$ cat src/hdl/mct_pkg.sv
// shared constants and carrier types for the maintenance command translator
`default_nettype none
package mct_pkg;
  // timing: blanking interval spans two phases (phase one to phase three)
  localparam int CLK_PERIOD_NS = 25;
  localparam int BLANK_NS = 2000;
  localparam int PHASE_CYC = BLANK_NS / (2 * CLK_PERIOD_NS);
  localparam logic [5:0] PHASE_LAST = 6'(PHASE_CYC - 1);

  // instruction word layout: bit 0 is instr_line_first, bit 8 is instr_line_last
  localparam int INSTR_LINE_FIRST = 0;
  localparam int INSTR_LINE_LAST = 8;
  localparam int GRP_LSB = 6;
  localparam int HOR_LSB = 3;
  localparam int VER_LSB = 0;

  // matrix groups feeding each downstream circuit
  localparam logic [2:0] GRP_TRANSFER = 3'h0;
  localparam logic [2:0] GRP_TIMER = 3'h1;
  localparam logic [2:0] GRP_TPREAD = 3'h2;
  localparam logic [2:0] GRP_ALARM = 3'h3;
  localparam logic [2:0] GRP_TESTCALL = 3'h4;
  localparam logic [2:0] ALARM_H_LIMIT = 3'h5;
  localparam logic [2:0] TESTCALL_H_LIMIT = 3'h4;
  localparam logic [2:0] TIMER_ADV_H = 3'h0;
  localparam logic [2:0] TIMER_ADV_V = 3'h0;
  localparam int TC_HIGH_GRP_BIT = 0;
  localparam int TC_TONE_BIT = 1;

  // register map (byte addresses)
  localparam logic [3:0] ADDR_CTRL = 4'h0;
  localparam logic [3:0] ADDR_STATUS = 4'h4;
  localparam logic [3:0] ADDR_LASTCMD = 4'h8;
  localparam logic [3:0] ADDR_COUNT = 4'hc;
  localparam logic CTRL_EN_RST = 1'b1;
  localparam int STAT_IN0_LSB = 0;
  localparam int STAT_IN1_LSB = 9;
  localparam int STAT_FLAG0_LSB = 18;
  localparam int STAT_FLAG1_LSB = 22;
  localparam int STAT_PHASE_LSB = 26;
  localparam int STAT_SIDE_BIT = 28;
  localparam int COUNT_REJ_LSB = 16;
  localparam logic [1:0] RESP_OKAY = 2'h0;
  localparam logic [1:0] RESP_SLVERR = 2'h2;

  // three-phase clock sequencer
  typedef enum logic [1:0] {
    PH_ONE = 2'b00,
    PH_TWO = 2'b01,
    PH_THREE = 2'b10
  } mct_phase_t;

  // per-translator state
  typedef struct packed {
    logic pend;
    logic loaded;
    logic issued;
    logic blank;
    logic win;
    logic [8:0] in_reg;
  } mct_side_t;

  // decoded command bundle to the maintenance center
  typedef struct packed {
    logic valid;
    logic [4:0] target;
    logic [2:0] hor;
    logic [2:0] ver;
    logic timer_advance;
    logic tone_digit_select;
    logic pulse_digit_select;
    logic any_digit_select;
    logic low_digit_group;
    logic high_digit_group;
    logic [7:0] digit_position_line;
  } mct_cmd_t;
endpackage
`default_nettype wire

$ cat src/hdl/mct_translator.sv
// maintenance command translator pair with three-phase sequencer and register slave
//
// Behaviour
// - nine lines, three groups, each latched
// - three groups pick one of 264 points
// - load strobe copies instruction into input flops
// - loaded flops enable decoders, command partially
// - strobe active blocks phase-two input clear
// - load at phase one, enable at three
// - decoder outputs inert until command enable
// - phase one sets blank flop until three
// - blank clear at three fires command
// - phase one to three is two microseconds
// - command spans phase three to next one
// - inputs cleared at next phase two
// - two translators, one per program control
// - only active side translator issues commands
// - every downstream circuit gets decoded command
// - timer command advances control switchover
// - tone or pulse digit select lines
// - any-digit select follows either select
// - digit as group line plus position line
//
// The AXI4-Lite slave port and the placing of the registers were left to the implementer.
`default_nettype none
module mct_translator
  import mct_pkg::*;
(
  input wire logic aclk,
  input wire logic aresetn,
  input wire logic [1:0][8:0] instr_lines, // per side, bit 0 = instr_line_first
  input wire logic [1:0] translator_load_strobe, // per side, active high
  input wire logic active_side_enable, // low selects side 0, high side 1
  output mct_cmd_t cmd,
  input wire logic [3:0] s_axi_awaddr,
  input wire logic [2:0] s_axi_awprot,
  input wire logic s_axi_awvalid,
  output logic s_axi_awready,
  input wire logic [31:0] s_axi_wdata,
  input wire logic [3:0] s_axi_wstrb,
  input wire logic s_axi_wvalid,
  output logic s_axi_wready,
  output logic [1:0] s_axi_bresp,
  output logic s_axi_bvalid,
  input wire logic s_axi_bready,
  input wire logic [3:0] s_axi_araddr,
  input wire logic [2:0] s_axi_arprot,
  input wire logic s_axi_arvalid,
  output logic s_axi_arready,
  output logic [31:0] s_axi_rdata,
  output logic [1:0] s_axi_rresp,
  output logic s_axi_rvalid,
  input wire logic s_axi_rready
);

  // whole module state in one record
  typedef struct packed {
    logic [1:0][8:0] instr_s1; // first sync stage, read only by second
    logic [1:0][8:0] instr_s2;
    logic [1:0] strb_s1;
    logic [1:0] strb_s2;
    logic [1:0] strb_d; // for rising-edge detect
    logic act_s1;
    logic act_s2;
    mct_phase_t phase;
    logic [5:0] cnt;
    mct_side_t [1:0] side;
    mct_cmd_t cmd;
    logic ctrl_en; // software output enable
    logic [9:0] last_code; // side and code of last fired command
    logic [15:0] cnt_issued;
    logic [15:0] cnt_reject;
    logic aw_rdy;
    logic w_rdy;
    logic have_aw;
    logic have_w;
    logic [3:0] aw_addr;
    logic [31:0] wdata;
    logic [3:0] wstrb;
    logic bvalid;
    logic [1:0] bresp;
    logic ar_rdy;
    logic rvalid;
    logic [1:0] rresp;
    logic [31:0] rdata;
  } mct_state_t;

  mct_state_t st_r;
  mct_state_t st_nxt;

  // which matrix points exist as commands
  function automatic logic mct_is_impl(input logic [8:0] code);
    logic [2:0] g;
    logic [2:0] h;
    g = code[GRP_LSB +: 3];
    h = code[HOR_LSB +: 3];
    case (g)
      GRP_TRANSFER, GRP_TIMER, GRP_TPREAD: mct_is_impl = 1'b1;
      GRP_ALARM: mct_is_impl = (h < ALARM_H_LIMIT);
      GRP_TESTCALL: mct_is_impl = (h < TESTCALL_H_LIMIT);
      default: mct_is_impl = 1'b0;
    endcase
  endfunction

  // full decode of one crosspoint to the downstream lines
  function automatic mct_cmd_t mct_decode(input logic [8:0] code);
    mct_cmd_t c;
    logic [2:0] g;
    logic [2:0] h;
    logic [2:0] v;
    c = '0;
    g = code[GRP_LSB +: 3];
    h = code[HOR_LSB +: 3];
    v = code[VER_LSB +: 3];
    if (mct_is_impl(code)) begin
      c.valid = 1'b1;
      c.target = 5'(5'h01 << g);
      c.hor = h;
      c.ver = v;
      // timer point pulls the control switchover forward
      c.timer_advance = (g == GRP_TIMER) && (h == TIMER_ADV_H) && (v == TIMER_ADV_V);
      if (g == GRP_TESTCALL) begin
        c.tone_digit_select = h[TC_TONE_BIT];
        c.pulse_digit_select = !h[TC_TONE_BIT];
        c.any_digit_select = c.tone_digit_select | c.pulse_digit_select;
        c.low_digit_group = !h[TC_HIGH_GRP_BIT];
        c.high_digit_group = h[TC_HIGH_GRP_BIT];
        c.digit_position_line = 8'(8'h01 << v);
      end
    end
    mct_decode = c;
  endfunction

  // next-state logic
  always_comb begin
    logic p1_in;
    logic p2_in;
    logic p3_in;
    logic fire;
    logic act;
    logic [1:0] wa;
    logic [1:0] ra;
    p1_in = 1'b0;
    p2_in = 1'b0;
    p3_in = 1'b0;
    fire = 1'b0;
    act = st_r.act_s2;
    wa = st_r.aw_addr[3:2];
    ra = s_axi_araddr[3:2];
    st_nxt = st_r;

    // two-flop synchronisers for the pins
    st_nxt.instr_s1 = instr_lines;
    st_nxt.instr_s2 = st_r.instr_s1;
    st_nxt.strb_s1 = translator_load_strobe;
    st_nxt.strb_s2 = st_r.strb_s1;
    st_nxt.strb_d = st_r.strb_s2;
    st_nxt.act_s1 = active_side_enable;
    st_nxt.act_s2 = st_r.act_s1;

    // phase sequencer shared by both translators
    if (st_r.cnt == PHASE_LAST) begin
      st_nxt.cnt = '0;
      case (st_r.phase)
        PH_ONE: begin
          st_nxt.phase = PH_TWO;
          p2_in = 1'b1;
        end
        PH_TWO: begin
          st_nxt.phase = PH_THREE;
          p3_in = 1'b1;
        end
        default: begin
          st_nxt.phase = PH_ONE;
          p1_in = 1'b1;
        end
      endcase
    end else begin
      st_nxt.cnt = st_r.cnt + 6'h01;
    end

    // each program control has its own translator
    for (int i = 0; i < 2; i++) begin
      if (p1_in) begin
        st_nxt.side[i].blank = 1'b1;
        st_nxt.side[i].win = 1'b0;
        if (st_r.side[i].pend) begin
          st_nxt.side[i].in_reg = st_r.instr_s2[i];
          st_nxt.side[i].loaded = 1'b1;
          st_nxt.side[i].pend = 1'b0;
        end
      end
      // a strobe edge landing on the load cycle is kept, set wins
      if (st_r.strb_s2[i] && !st_r.strb_d[i]) begin
        st_nxt.side[i].pend = 1'b1;
      end
      // clear after a command unless the strobe is still up
      if (p2_in && st_r.side[i].issued && !st_r.strb_s2[i]) begin
        st_nxt.side[i].in_reg = '0;
        st_nxt.side[i].loaded = 1'b0;
        st_nxt.side[i].issued = 1'b0;
      end
      if (p3_in) begin
        st_nxt.side[i].blank = 1'b0;
        if (st_r.side[i].loaded && !st_r.side[i].issued) begin
          st_nxt.side[i].win = 1'b1;
          st_nxt.side[i].issued = 1'b1;
        end
      end
    end

    // bookkeeping for the active side only
    if (p3_in && st_r.side[act].loaded && !st_r.side[act].issued) begin
      fire = 1'b1;
    end
    if (fire) begin
      st_nxt.last_code = {act, st_r.side[act].in_reg};
      if (mct_is_impl(st_r.side[act].in_reg)) begin
        st_nxt.cnt_issued = st_r.cnt_issued + 16'h0001;
      end else begin
        st_nxt.cnt_reject = st_r.cnt_reject + 16'h0001;
      end
    end

    // outputs live only in the window of the active side
    if (st_nxt.side[act].win && !st_nxt.side[act].blank && st_r.ctrl_en) begin
      st_nxt.cmd = mct_decode(st_nxt.side[act].in_reg);
    end else begin
      st_nxt.cmd = '0;
    end

    // write address and data channels, taken in either order
    if (st_r.aw_rdy && s_axi_awvalid) begin
      st_nxt.aw_rdy = 1'b0;
      st_nxt.have_aw = 1'b1;
      st_nxt.aw_addr = s_axi_awaddr;
    end
    if (st_r.w_rdy && s_axi_wvalid) begin
      st_nxt.w_rdy = 1'b0;
      st_nxt.have_w = 1'b1;
      st_nxt.wdata = s_axi_wdata;
      st_nxt.wstrb = s_axi_wstrb;
    end
    // perform the write once both halves are held
    if (st_r.have_aw && st_r.have_w && !st_r.bvalid) begin
      st_nxt.bvalid = 1'b1;
      st_nxt.bresp = RESP_OKAY;
      case ({wa, 2'b00})
        ADDR_CTRL: begin
          if (st_r.wstrb[0]) begin
            st_nxt.ctrl_en = st_r.wdata[0];
          end
        end
        ADDR_COUNT: begin
          // any write clears both counters; a same-cycle event is lost here by design
          st_nxt.cnt_issued = '0;
          st_nxt.cnt_reject = '0;
        end
        ADDR_STATUS, ADDR_LASTCMD: begin
          st_nxt.bresp = RESP_OKAY; // read-only, write ignored
        end
        default: begin
          st_nxt.bresp = RESP_SLVERR;
        end
      endcase
    end
    // response accepted, reopen both channels
    if (st_r.bvalid && s_axi_bready) begin
      st_nxt.bvalid = 1'b0;
      st_nxt.have_aw = 1'b0;
      st_nxt.have_w = 1'b0;
      st_nxt.aw_rdy = 1'b1;
      st_nxt.w_rdy = 1'b1;
    end

    // read channel
    if (st_r.ar_rdy && s_axi_arvalid) begin
      st_nxt.ar_rdy = 1'b0;
      st_nxt.rvalid = 1'b1;
      st_nxt.rresp = RESP_OKAY;
      st_nxt.rdata = '0;
      case ({ra, 2'b00})
        ADDR_CTRL: begin
          st_nxt.rdata[0] = st_r.ctrl_en;
        end
        ADDR_STATUS: begin
          st_nxt.rdata[STAT_IN0_LSB +: 9] = st_r.side[0].in_reg;
          st_nxt.rdata[STAT_IN1_LSB +: 9] = st_r.side[1].in_reg;
          st_nxt.rdata[STAT_FLAG0_LSB +: 4] = {st_r.side[0].win, st_r.side[0].blank,
                                               st_r.side[0].loaded, st_r.side[0].pend};
          st_nxt.rdata[STAT_FLAG1_LSB +: 4] = {st_r.side[1].win, st_r.side[1].blank,
                                               st_r.side[1].loaded, st_r.side[1].pend};
          st_nxt.rdata[STAT_PHASE_LSB +: 2] = st_r.phase;
          st_nxt.rdata[STAT_SIDE_BIT] = st_r.act_s2;
        end
        ADDR_LASTCMD: begin
          st_nxt.rdata[9:0] = st_r.last_code;
        end
        ADDR_COUNT: begin
          st_nxt.rdata[COUNT_REJ_LSB +: 16] = st_r.cnt_reject;
          st_nxt.rdata[15:0] = st_r.cnt_issued;
        end
        default: begin
          st_nxt.rresp = RESP_SLVERR;
        end
      endcase
    end
    if (st_r.rvalid && s_axi_rready) begin
      st_nxt.rvalid = 1'b0;
      st_nxt.ar_rdy = 1'b1;
    end
  end

  // single state register, synchronous active-low reset
  always_ff @(posedge aclk) begin
    if (!aresetn) begin
      st_r <= '0;
      st_r.phase <= PH_ONE;
      st_r.ctrl_en <= CTRL_EN_RST;
      st_r.aw_rdy <= 1'b1;
      st_r.w_rdy <= 1'b1;
      st_r.ar_rdy <= 1'b1;
    end else begin
      st_r <= st_nxt;
    end
  end

  // outputs straight from state flops
  assign cmd = st_r.cmd;
  assign s_axi_awready = st_r.aw_rdy;
  assign s_axi_wready = st_r.w_rdy;
  assign s_axi_bvalid = st_r.bvalid;
  assign s_axi_bresp = st_r.bresp;
  assign s_axi_arready = st_r.ar_rdy;
  assign s_axi_rvalid = st_r.rvalid;
  assign s_axi_rresp = st_r.rresp;
  assign s_axi_rdata = st_r.rdata;

endmodule
`default_nettype wire

$ cat config.mk
export PLATFORM = sky130hd
export DESIGN_NAME = mct_translator
export DESIGN_NICKNAME = d
export VERILOG_FILES = /design/src/hdl/mct_pkg.sv /design/src/hdl/mct_translator.sv
export SDC_FILE = /design/constraint.sdc
export NUM_CORES = 1
export LEC_CHECK = 0
export BUFFER_PORTS_ARGS = -buffer_cell sky130_fd_sc_hd__buf_2
export CORE_UTILIZATION = 56
export DETAILED_ROUTE_END_ITERATION = 12
export GPL_TIMING_DRIVEN = 0
export HOLD_SLACK_MARGIN = 0.02
export PLACE_DENSITY = 0.79
export SLEW_MARGIN = 20
export SYNTH_ARGS = -nofsm -noshare
export SYNTH_HDL_FRONTEND = slang
export SYNTH_SLANG_ARGS = --single-unit
$ cat constraint.sdc
create_clock -name aclk -period 2.7 [get_ports aclk]
set_input_delay 0.27 -clock aclk [delete_from_list [all_inputs] [get_ports aclk]]
set_output_delay 0.27 -clock aclk [all_outputs]
set_load 0.02 [all_outputs]
# [After elaboration in Yosys (flattened, before gate mapping)]
# Index checks and enable logic that the tools add are counted.
[word_totals] inputBits=78 out_inout_bits=67 reg_bits=194 wordCells=170
[op_classes] magnitude_cmp=5 bitwise=1 n_addsub=3 n_eq_ne=14 shifts=2 reduce_logical=49 muxes=47
[ops] cell="32-bit two-way mux" n=3
[ops] cell="11-bit two-way mux" n=4
[ops] cell="13-bit two-way mux" n=3
[ops] cell="19-bit one-hot mux with 2 select lines" n=1
[ops] cell="9-bit two-way mux" n=4
[ops] cell="16-bit by 1-bit adder with 16-bit output, second input constant" n=2
[ops] cell="16-bit two-way mux" n=2
[ops] cell="9-bit one-hot mux with 3 select lines" n=1
[ops] cell="26-bit two-way mux" n=1
[ops] cell="1-bit logical AND" n=21
[ops] cell="1-bit two-way mux" n=17
[ops] cell="3-bit by 2-bit equality test with 1-bit output, second input constant" n=4
[ops] cell="3-bit zero test" n=4
[ops] cell="3-bit less-than comparator, second input constant" n=4
[ops] cell="1-bit zero test" n=11
[ops] cell="3-bit two-way mux" n=3
[ops] cell="2-bit two-way mux" n=4
[ops] cell="2-bit OR reduction" n=4
[ops] cell="1-bit by 3-bit << shifter with 8-bit output, first input constant" n=1
[ops] cell="6-bit by 1-bit adder with 6-bit output, second input constant" n=1
[ops] cell="2-bit equality test, second input constant" n=3
[ops] cell="3-bit by 1-bit equality test with 1-bit output, second input constant" n=2
[ops] cell="3-bit equality test, second input constant" n=2
[ops] cell="6-bit equality test, second input constant" n=1
[ops] cell="12 further kinds" n=18

# [Logic depth before layout (Yosys ltp)]
# Gate-level depths: netlist of the first run.
[depth] ltp_word=15 ltp_mapped=11 depth_no_buf=9

# [Worst setup path before layout of the first run]
# OpenSTA, ideal clock, no wires.
[synth_timing] kind="register to register" startpoint="register st_r[180] (netlist name)" endpoint="register st_r, in the netlist cmd[14]" setup_ns=0.124 synth_period_minus_slack_ns=2.241 setup_slack_ns=0.459 n_path_buf=2 arrival_time_ns=2.117 required_ns=2.576 path_stages_with_launch=11 cell_sequence="dfxtp_1 > ha_1 > and4b_1 > buf_4 > buf_6 > o211ai_1 > a22oi_1 > a32oi_1 > a31oi_1 > o211ai_2 > nor2_1"
[synth_between] elab_chain_len=12 word_cells_on_any_way=32 cone_classes="order compare (2); eq/ne (5); mux (15); reduce/logical (10)"
[synth_lines] item="start, declared" line_no="mct_translator.sv:88" rtl="mct_state_t st_r;"
[synth_lines] item="start signal, assigned" line_no="mct_translator.sv:324" rtl="st_r <= st_nxt;"
[synth_lines] item="6-bit equality test *" line_no="mct_translator.sv:162" rtl="if (st_r.cnt == PHASE_LAST) begin"
[synth_lines] item="1-bit two-way mux" line_no="mct_translator.sv:162"
[synth_lines] item="1-bit logical AND (2 in a row)" line_no="mct_translator.sv:198" rtl="if (p2_in && st_r.side[i].issued && !st_r.strb_s2[i]) begin"
[synth_lines] item="9-bit two-way mux" line_no="mct_translator.sv:198"
[synth_lines] item="11-bit two-way mux (implied by the code) * (2 in a row)" line_no="mct_translator.sv:227" rtl="st_nxt.cmd = mct_decode(st_nxt.side[act].in_reg);"
[synth_lines] item="3-bit by 1-bit equality test with 1-bit output (tied with other cells)" line_no="mct_translator.sv:97" rtl="case (g)"
[synth_lines] item="3-bit OR reduction" line_no="mct_translator.sv:97"
[synth_lines] item="1-bit one-hot mux with 3 select lines" line_no="mct_translator.sv:97"
[synth_lines] item="1-bit two-way mux" line_no="mct_translator.sv:226" rtl="if (st_nxt.side[act].win && !st_nxt.side[act].blank && st_r.ctrl_en) begin"
[synth_lines] item="3-bit AND reduction (no line)"
# Every way passes the cells marked *; elsewhere a longest branch is shown, timed or not. The select of a mux whose other input is x is not followed.
# A chain may end at the register's enable or synchronous reset.

# [Final worst setup path of the first run]
# Ends and elaborated chain as after synthesis.

==> out/qor.csv, run 1 <==
stage,metric,value,unit
run_status,status,completed,
clocking,Worst-path clk slew,0.07,ns
floorplanning,Rows,43,
pwr,Comb power frac,5.3,%
flow_run,Max Cap Viol,0,
setup_path,Critical-path top delay cell,dfxtp_1,
setup_path,WS Path Type,register to register,
grt,GR met3 Demand/Resource,6.32,%
setup_path,crit path cell chain,"ha_2, and4b_1, buf_4, buf_6, o211ai_1, a22oi_2, a32oi_2, a31oi_2, o211ai_2, buf_4, nor2_1",
route,Detailed Route Iter0 Violations,757,
route,drt pass-1 iters,5,
synth,"area leader, netlist",dfxtp_1,
grt,All-Layer GR Usage,26.3,%
floorplanning,Die X,122,um
setup_path,CP Launch Type,register,
synth,Syn Inst Count,902,
synth,Post-Syn Area,8080,um2
clocking,clock tree root buffer cell,clkbuf_16,
min_path,hold wc startpoint,instr_lines[9],
place,post-DP HPWL,13.4,mm
setup_path,FF-to-FF Start,st_r[180]$_SDFF_PP0_,
sta,period utilization,95.7,%
pwr,Int Pwr,4.21,mW
layout,most frequent cells in the layout,"dfxtp_1, nor2_1, buf_2",
pwr,pwr/cell area,587,nW/um2
place,gpl congestion,0.932,
synth,synthesized flop and latch total,191,
clocking,clk sinks,191,
floorplanning,total core area,14000,um2
grt,met1 GRT Util,33.8,%
route,DR DRC count,0,
layout,Util after Layout,68.5,%
sta,Fin Clk Skew,0.00927,ns
clocking,TritonCTS clock tree,built,
clocking,Max Root-Sink Buffers,2,
place,Port Buffers,95,
route,wire per inst,15.4,um
route,post-route antenna net violation count,0,
setup_path,worst path bufs/invs,3,
route,total number of vias,6704,
min_path,HP Class,primary input to register,
route,final wirelength,18.9,mm
clocking,CTS Buf Count,17,
sta,minimum clock period,2.58,ns
layout,area growth from synthesis to final layout,18.6,%
pwr,Clock power frac,43.0,%
pwr,Final Power,5.62,mW
synth,synth top area cells,"dfxtp_1, buf_4, nor2_1, nand2_1, and2_1",
grt,met2 usage,41.9,%
layout,Fill cells,1134,
clocking,clk_lat worst skew,0.44,ns
pwr,Net Switching,1.40,mW
synth,Synth cell types,66,
floorplanning,Top Ports,145,
synth,Post-synth ARST share,0,%
setup_path,worst-path maximum fanout,10,
synth,sequential fraction of the synthesis area,47.4,%
clocking,# H-tree levels,4,
layout,# nets final,1116,
grt,gr busiest metal,met2,
setup_path,Worst Setup End Kind,register,
layout,share of cells above drive strength 1,24.5,%
setup_path,critical path's top delay family,compound AO/OA/AOI/OAI gates,
synth,top cell type's share of synthesized area,47.4,%
grt,first-pass GRT wire length,30.0,mm
sta,Relative slew margins,53.0,%
grt,pin count of the biggest net entering global routing,20,
floorplanning,Starting Density,57.7,%
grt,initial antenna violation count,0,
synth,YS warnings,0,
floorplanning,DIE AREA,14900,um2
synth,"Top FF cell, synth",dfxtp_1,
layout,ant diodes,0,
setup_path,most frequent CP cell,buf_4,
layout,"leading cell type in the layout, fill and taps excluded",dfxtp_1,
grt,"Remaining Overflow, GRT",0,
pwr,sequential share of power,51.7,%
pwr,switching share of power,25.0,%
route,routed vias/inst,5.46,
pwr,Max IR drop VDD,0.439,mV
sta,max frequency,387,MHz
grt,vias in the first global route,5965,
synth,number of synthesized flops with an enable pin,0,
pwr,Leak,4.04,nW
sta,fin. max-slew vios,0,
floorplanning,Die Ht,122,um
setup_path,data arrival time of the critical path,2.96,ns
sta,final number of hold-violating endpoints,0,
sta,final setup fails,0,
setup_path,CP required,3.08,ns
setup_path,"slowest stage delay, CP",0.37,ns
setup_path,launch point of the critical path,st_r[180]$_SDFF_PP0_,
sta,Worst Max-Slew Pin Slew,0.705,ns
synth,"Avg Cell Area, Syn",8.95,um2
-- power by group through the flow --
stage	logic, mW	registers (mW)	clock network, mW
final	0.297	2.90	2.42
after global placement	0.283	2.96	0
after CTS	0.294	2.90	2.45
after detailed placement	0.287	2.97	0
after floorplan	0.188	2.96	0
after global routing	0.327	2.91	2.58
-- timing repair --
| action | CTS | global route |
|---|---|---|
| hold buffers | 5 | 0 |
| gates resized for setup | 3 | 12 |
| endpoints found under the setup margin | 6 | 19 |
| pin swaps | 0 | 7 |
| endpoints found under the hold margin | 5 | 0 |
| setup buffers | 0 | 11 |
-- cells by family (layout without fill, tap and decap cells) --
family          after synthesis  count (layout)  synth area share, %
compound gates              148             148                 12.6
xor+xnor                     30              30                 3.25
fa+ha+maj                     3               3                0.465
buf+inv                     128             271                 9.08
flops                       191             191                 47.4
mux                          39              39                 5.31
other cells                   1               4               0.0464
simple gates                362             362                 21.8
-- sequential cells by signal, indices dropped and copies added (netlist names) --
register	flops
cmd	25
s_axi_rvalid	1
s_axi_arready	1
st_r	106
s_axi_rdata	32
s_axi_wready	1
s_axi_bvalid	1
st_nxt	23
s_axi_awready	1
-- metrics by stage --
| stage | TNS (ns) | cells | instance area (um2) | setup slack, ns | hold WS [ns] |
|---|---|---|---|---|---|
| finish | 0 | 1228 | 9580 | 0.117 | 0.0356 |
| global route | -0.0240 | 1228 | 9580 | -0.0137 | 0.0268 |
| CTS | 0 | 1217 | 9430 | 0.00115 | 0.0205 |
| detailed placement | -0.114 | 1180 | 8790 | -0.0288 | 0.418 |
| global placement | 0 | 1180 | 8790 | 0.0449 | 0.417 |
| floorplan | 0 | 905 | 8090 | 0.459 | 0.370 |
-- final cells by class --
type | count | area (um2) | area share [%]
Clock buffer | 17 | 425 | 4.44
Clock inverter | 15 | 149 | 1.55
Timing Repair Buffer | 111 | 608 | 6.35
Inverter | 19 | 75.1 | 0.784
Multi-Input combinational cell | 586 | 3610 | 37.7
Tap cell | 180 | 225 | 2.35
Sequential cell | 191 | 3820 | 39.9
Buffer | 109 | 662 | 6.91
-- worst paths after layout --
check	to	cells past startpoint	slack [ns]
worst min-delay path	st_nxt[205]$_SDFF_PN0_	2	0.04
worst max register to register	cmd[14]$_SDFF_PN0_	11	0.12
worst min register to register	st_r[207]$_SDFF_PN0_	1	0.43
worst max-delay path	cmd[14]$_SDFF_PN0_	11	0.12
-- cells in the mapped netlist, drive strengths merged, types with 2 or more instances --
master,number
dfxtp,191
nor2,109
nand2,89
buf,76
and2,52
a21oi,43
nand3,43
clkbuf,33
o21ai,24
mux2,21
xor2,21
nor3,20
inv,17
mux2i,17
and3,13
a211oi,12
a22oi,12
a221oi,9
o22ai,9
xnor2,9
nor2b,8
nand4,7
o211ai,7
a41o,4
nor3b,4
o22a,4
or3,4
a211o,3
a2bb2oi,3
ha,3
o211a,3
a21o,2
a31oi,2
a32oi,2
and4,2
clkinv,2
nand3b,2
nor4,2
o2111ai,2
o41ai,2
or4b,2
-- routing by layer --
| metal | up-vias | share of wire [%] |
|---|---|---|
| met5 | - | 0 |
| met4 | 0 | 3.1 |
| met3 | 53 | 7.0 |
| met2 | 263 | 46 |
| met1 | 3087 | 44 |
| li1 | 3301 | - |
Power figures use the tool's default switching activity.
==> run 2: changes to the inputs <==
==> constraint.sdc (replaced) <==
create_clock -name aclk -period 2.75 [get_ports aclk]
set_input_delay 0.275 -clock aclk [delete_from_list [all_inputs] [get_ports aclk]]
set_output_delay 0.275 -clock aclk [all_outputs]
set_load 0.02 [all_outputs]
==> out/qor.csv, run 2 (synthesized netlist as in run 1, its figures left out) <==
stage,metric,value,unit
route,total number of vias,6644,
sta,final setup fails,0,
route,drt pass-1 iters,6,
layout,Fill cells,1149,
route,wire per inst,15.3,um
grt,vias in the first global route,5930,
grt,pin count of the biggest net entering global routing,20,
grt,"Remaining Overflow, GRT",0,
layout,Util after Layout,67.8,%
route,Detailed Route Iter0 Violations,631,
clocking,clock tree root buffer cell,clkbuf_16,
floorplanning,Die Ht,122,um
layout,max reg flops,106,
floorplanning,Top Ports,145,
setup_path,worst-path maximum fanout,10,
sta,minimum hold slack,0.0393,ns
setup_path,data arrival time of the critical path,2.97,ns
sta,period utilization,96.4,%
sta,TNS Setup,0,ns
floorplanning,DIE AREA,14900,um2
grt,initial antenna violation count,0,
clocking,# H-tree levels,4,
min_path,HP Class,primary input to register,
grt,All-Layer GR Usage,26.2,%
floorplanning,Rows,43,
floorplanning,Die X,122,um
floorplanning,Starting Density,57.7,%
clocking,clk sinks,191,
route,DR DRC count,0,
flow_run,Max Cap Viol,0,
layout,"leading cell type in the layout, fill and taps excluded",dfxtp_1,
layout,fin cells,1218,
place,post-DP HPWL,13.4,mm
sta,max frequency,377,MHz
clocking,Worst-path clk slew,0.07,ns
setup_path,critical path's top delay family,compound AO/OA/AOI/OAI gates,
place,gpl congestion,0.932,
sta,fin. max-slew vios,0,
floorplanning,total core area,14000,um2
place,Port Buffers,95,
sta,Worst Max-Slew Pin Slew,0.680,ns
layout,ant diodes,0,
pwr,Leak,4.00,nW
setup_path,CP Launch Type,register,
layout,area growth from synthesis to final layout,17.4,%
route,routed vias/inst,5.45,
sta,minimum clock period,2.65,ns
layout,# nets final,1106,
layout,Biggest register,st_r,
sta,Relative slew margins,54.6,%
setup_path,crit path cell chain,"ha_1, and4b_1, buf_4, buf_6, o211ai_1, a22oi_2, a32oi_2, a31oi_2, o211ai_2, nor2_1",
clocking,hold buffer count at CTS,0,
pwr,pwr/cell area,581,nW/um2
sta,final number of hold-violating endpoints,0,
clocking,Max Root-Sink Buffers,2,
layout,share of cells above drive strength 1,24.2,%
setup_path,Worst Setup End Kind,register,
setup_path,worst path bufs/invs,2,
setup_path,WS Path Type,register to register,
layout,most frequent cells in the layout,"dfxtp_1, nor2_1, buf_2",
setup_path,Critical-path top delay cell,a32oi_2,
clocking,CTS Buf Count,17,
pwr,Max IR drop VDD,0.432,mV
sta,Fin Clk Skew,0.00858,ns
grt,first-pass GRT wire length,29.9,mm
clocking,clk_lat worst skew,0.44,ns
setup_path,"slowest stage delay, CP",0.36,ns
route,final wirelength,18.6,mm
clocking,TritonCTS clock tree,built,
run_status,status,completed,
place,Placed Cells,1180,
route,post-route antenna net violation count,0,
setup_path,CP required,3.06,ns
[run 2: changes by cell type in the layout (fill, tap and decap cells not counted)]
cell | before | now
dlygate4sd3_1 | 5 | 0
nand3_2 | 2 | 3
nand3_4 | 1 | 0
buf_4 | 74 | 69
ha_2 | 1 | 0
ha_1 | 2 | 3
[run 2: final cells by class]
| class | count | area [um2] | share of cell area, % |
|---|---|---|---|
| buffer | 109 | 662 | 6.98 |
| clock buffer | 17 | 425 | 4.49 |
| clock inverter | 15 | 149 | 1.57 |
| inverter | 19 | 75.1 | 0.792 |
| multi-input combinational | 586 | 3600 | 38.0 |
| sequential | 191 | 3820 | 40.3 |
| tap | 180 | 225 | 2.38 |
| timing repair buffer | 101 | 520 | 5.49 |
[run 2: repair_timing]
action | CTS | global route
setup endpoints to repair | 6 | 18
pin swaps | 0 | 7
buffers inserted | 0 | 6
resized for setup | 1 | 12
[run 2: power breakdown]
| part | total (mW) | switching (mW) | internal, mW | leakage [nW] |
|---|---|---|---|---|
| Sequential | 2.85 | 0.0300 | 2.82 | 1.55 |
| Combinational | 0.286 | 0.179 | 0.106 | 2.16 |
| Clock | 2.37 | 1.17 | 1.21 | 0.280 |
| Total | 5.51 | 1.38 | 4.13 | 4.00 |
[run 2: path summary, 6_finish.rpt]
path                                        startpoint                     end  slack (ns)  cells past startpoint
worst max-delay path              st_r[180]$_SDFF_PP0_      cmd[14]$_SDFF_PN0_         0.1                     10
worst min-delay path                    instr_lines[8]  st_nxt[204]$_SDFF_PN0_        0.04                      2
worst max register to register    st_r[180]$_SDFF_PP0_      cmd[14]$_SDFF_PN0_         0.1                     10
worst min register to register  st_nxt[207]$_SDFF_PN0_    st_r[207]$_SDFF_PN0_        0.43                      1
[run 2: stage by stage]
stage	area, um2	power, mW	worst slack [ns]
3_3_place_gp	8790	3.19	0.0949
5_1_grt	9480	5.70	-0.0381
4_1_cts	9370	5.54	0.0203
6_report	9480	5.51	0.0982
3_5_place_dp	8790	3.19	0.0212
2_1_floorplan	8090	3.09	0.509
[run 2: per-layer routing]
metal,wire length (um),vias to the layer above,track usage (%),part of all wire [%]
li1,-,3284,-,-
met1,8310,3071,33.9,45
met2,8540,245,41.6,46
met3,1200,44,6.32,6.4
met4,551,0,11.4,3.0
met5,0,-,0,0
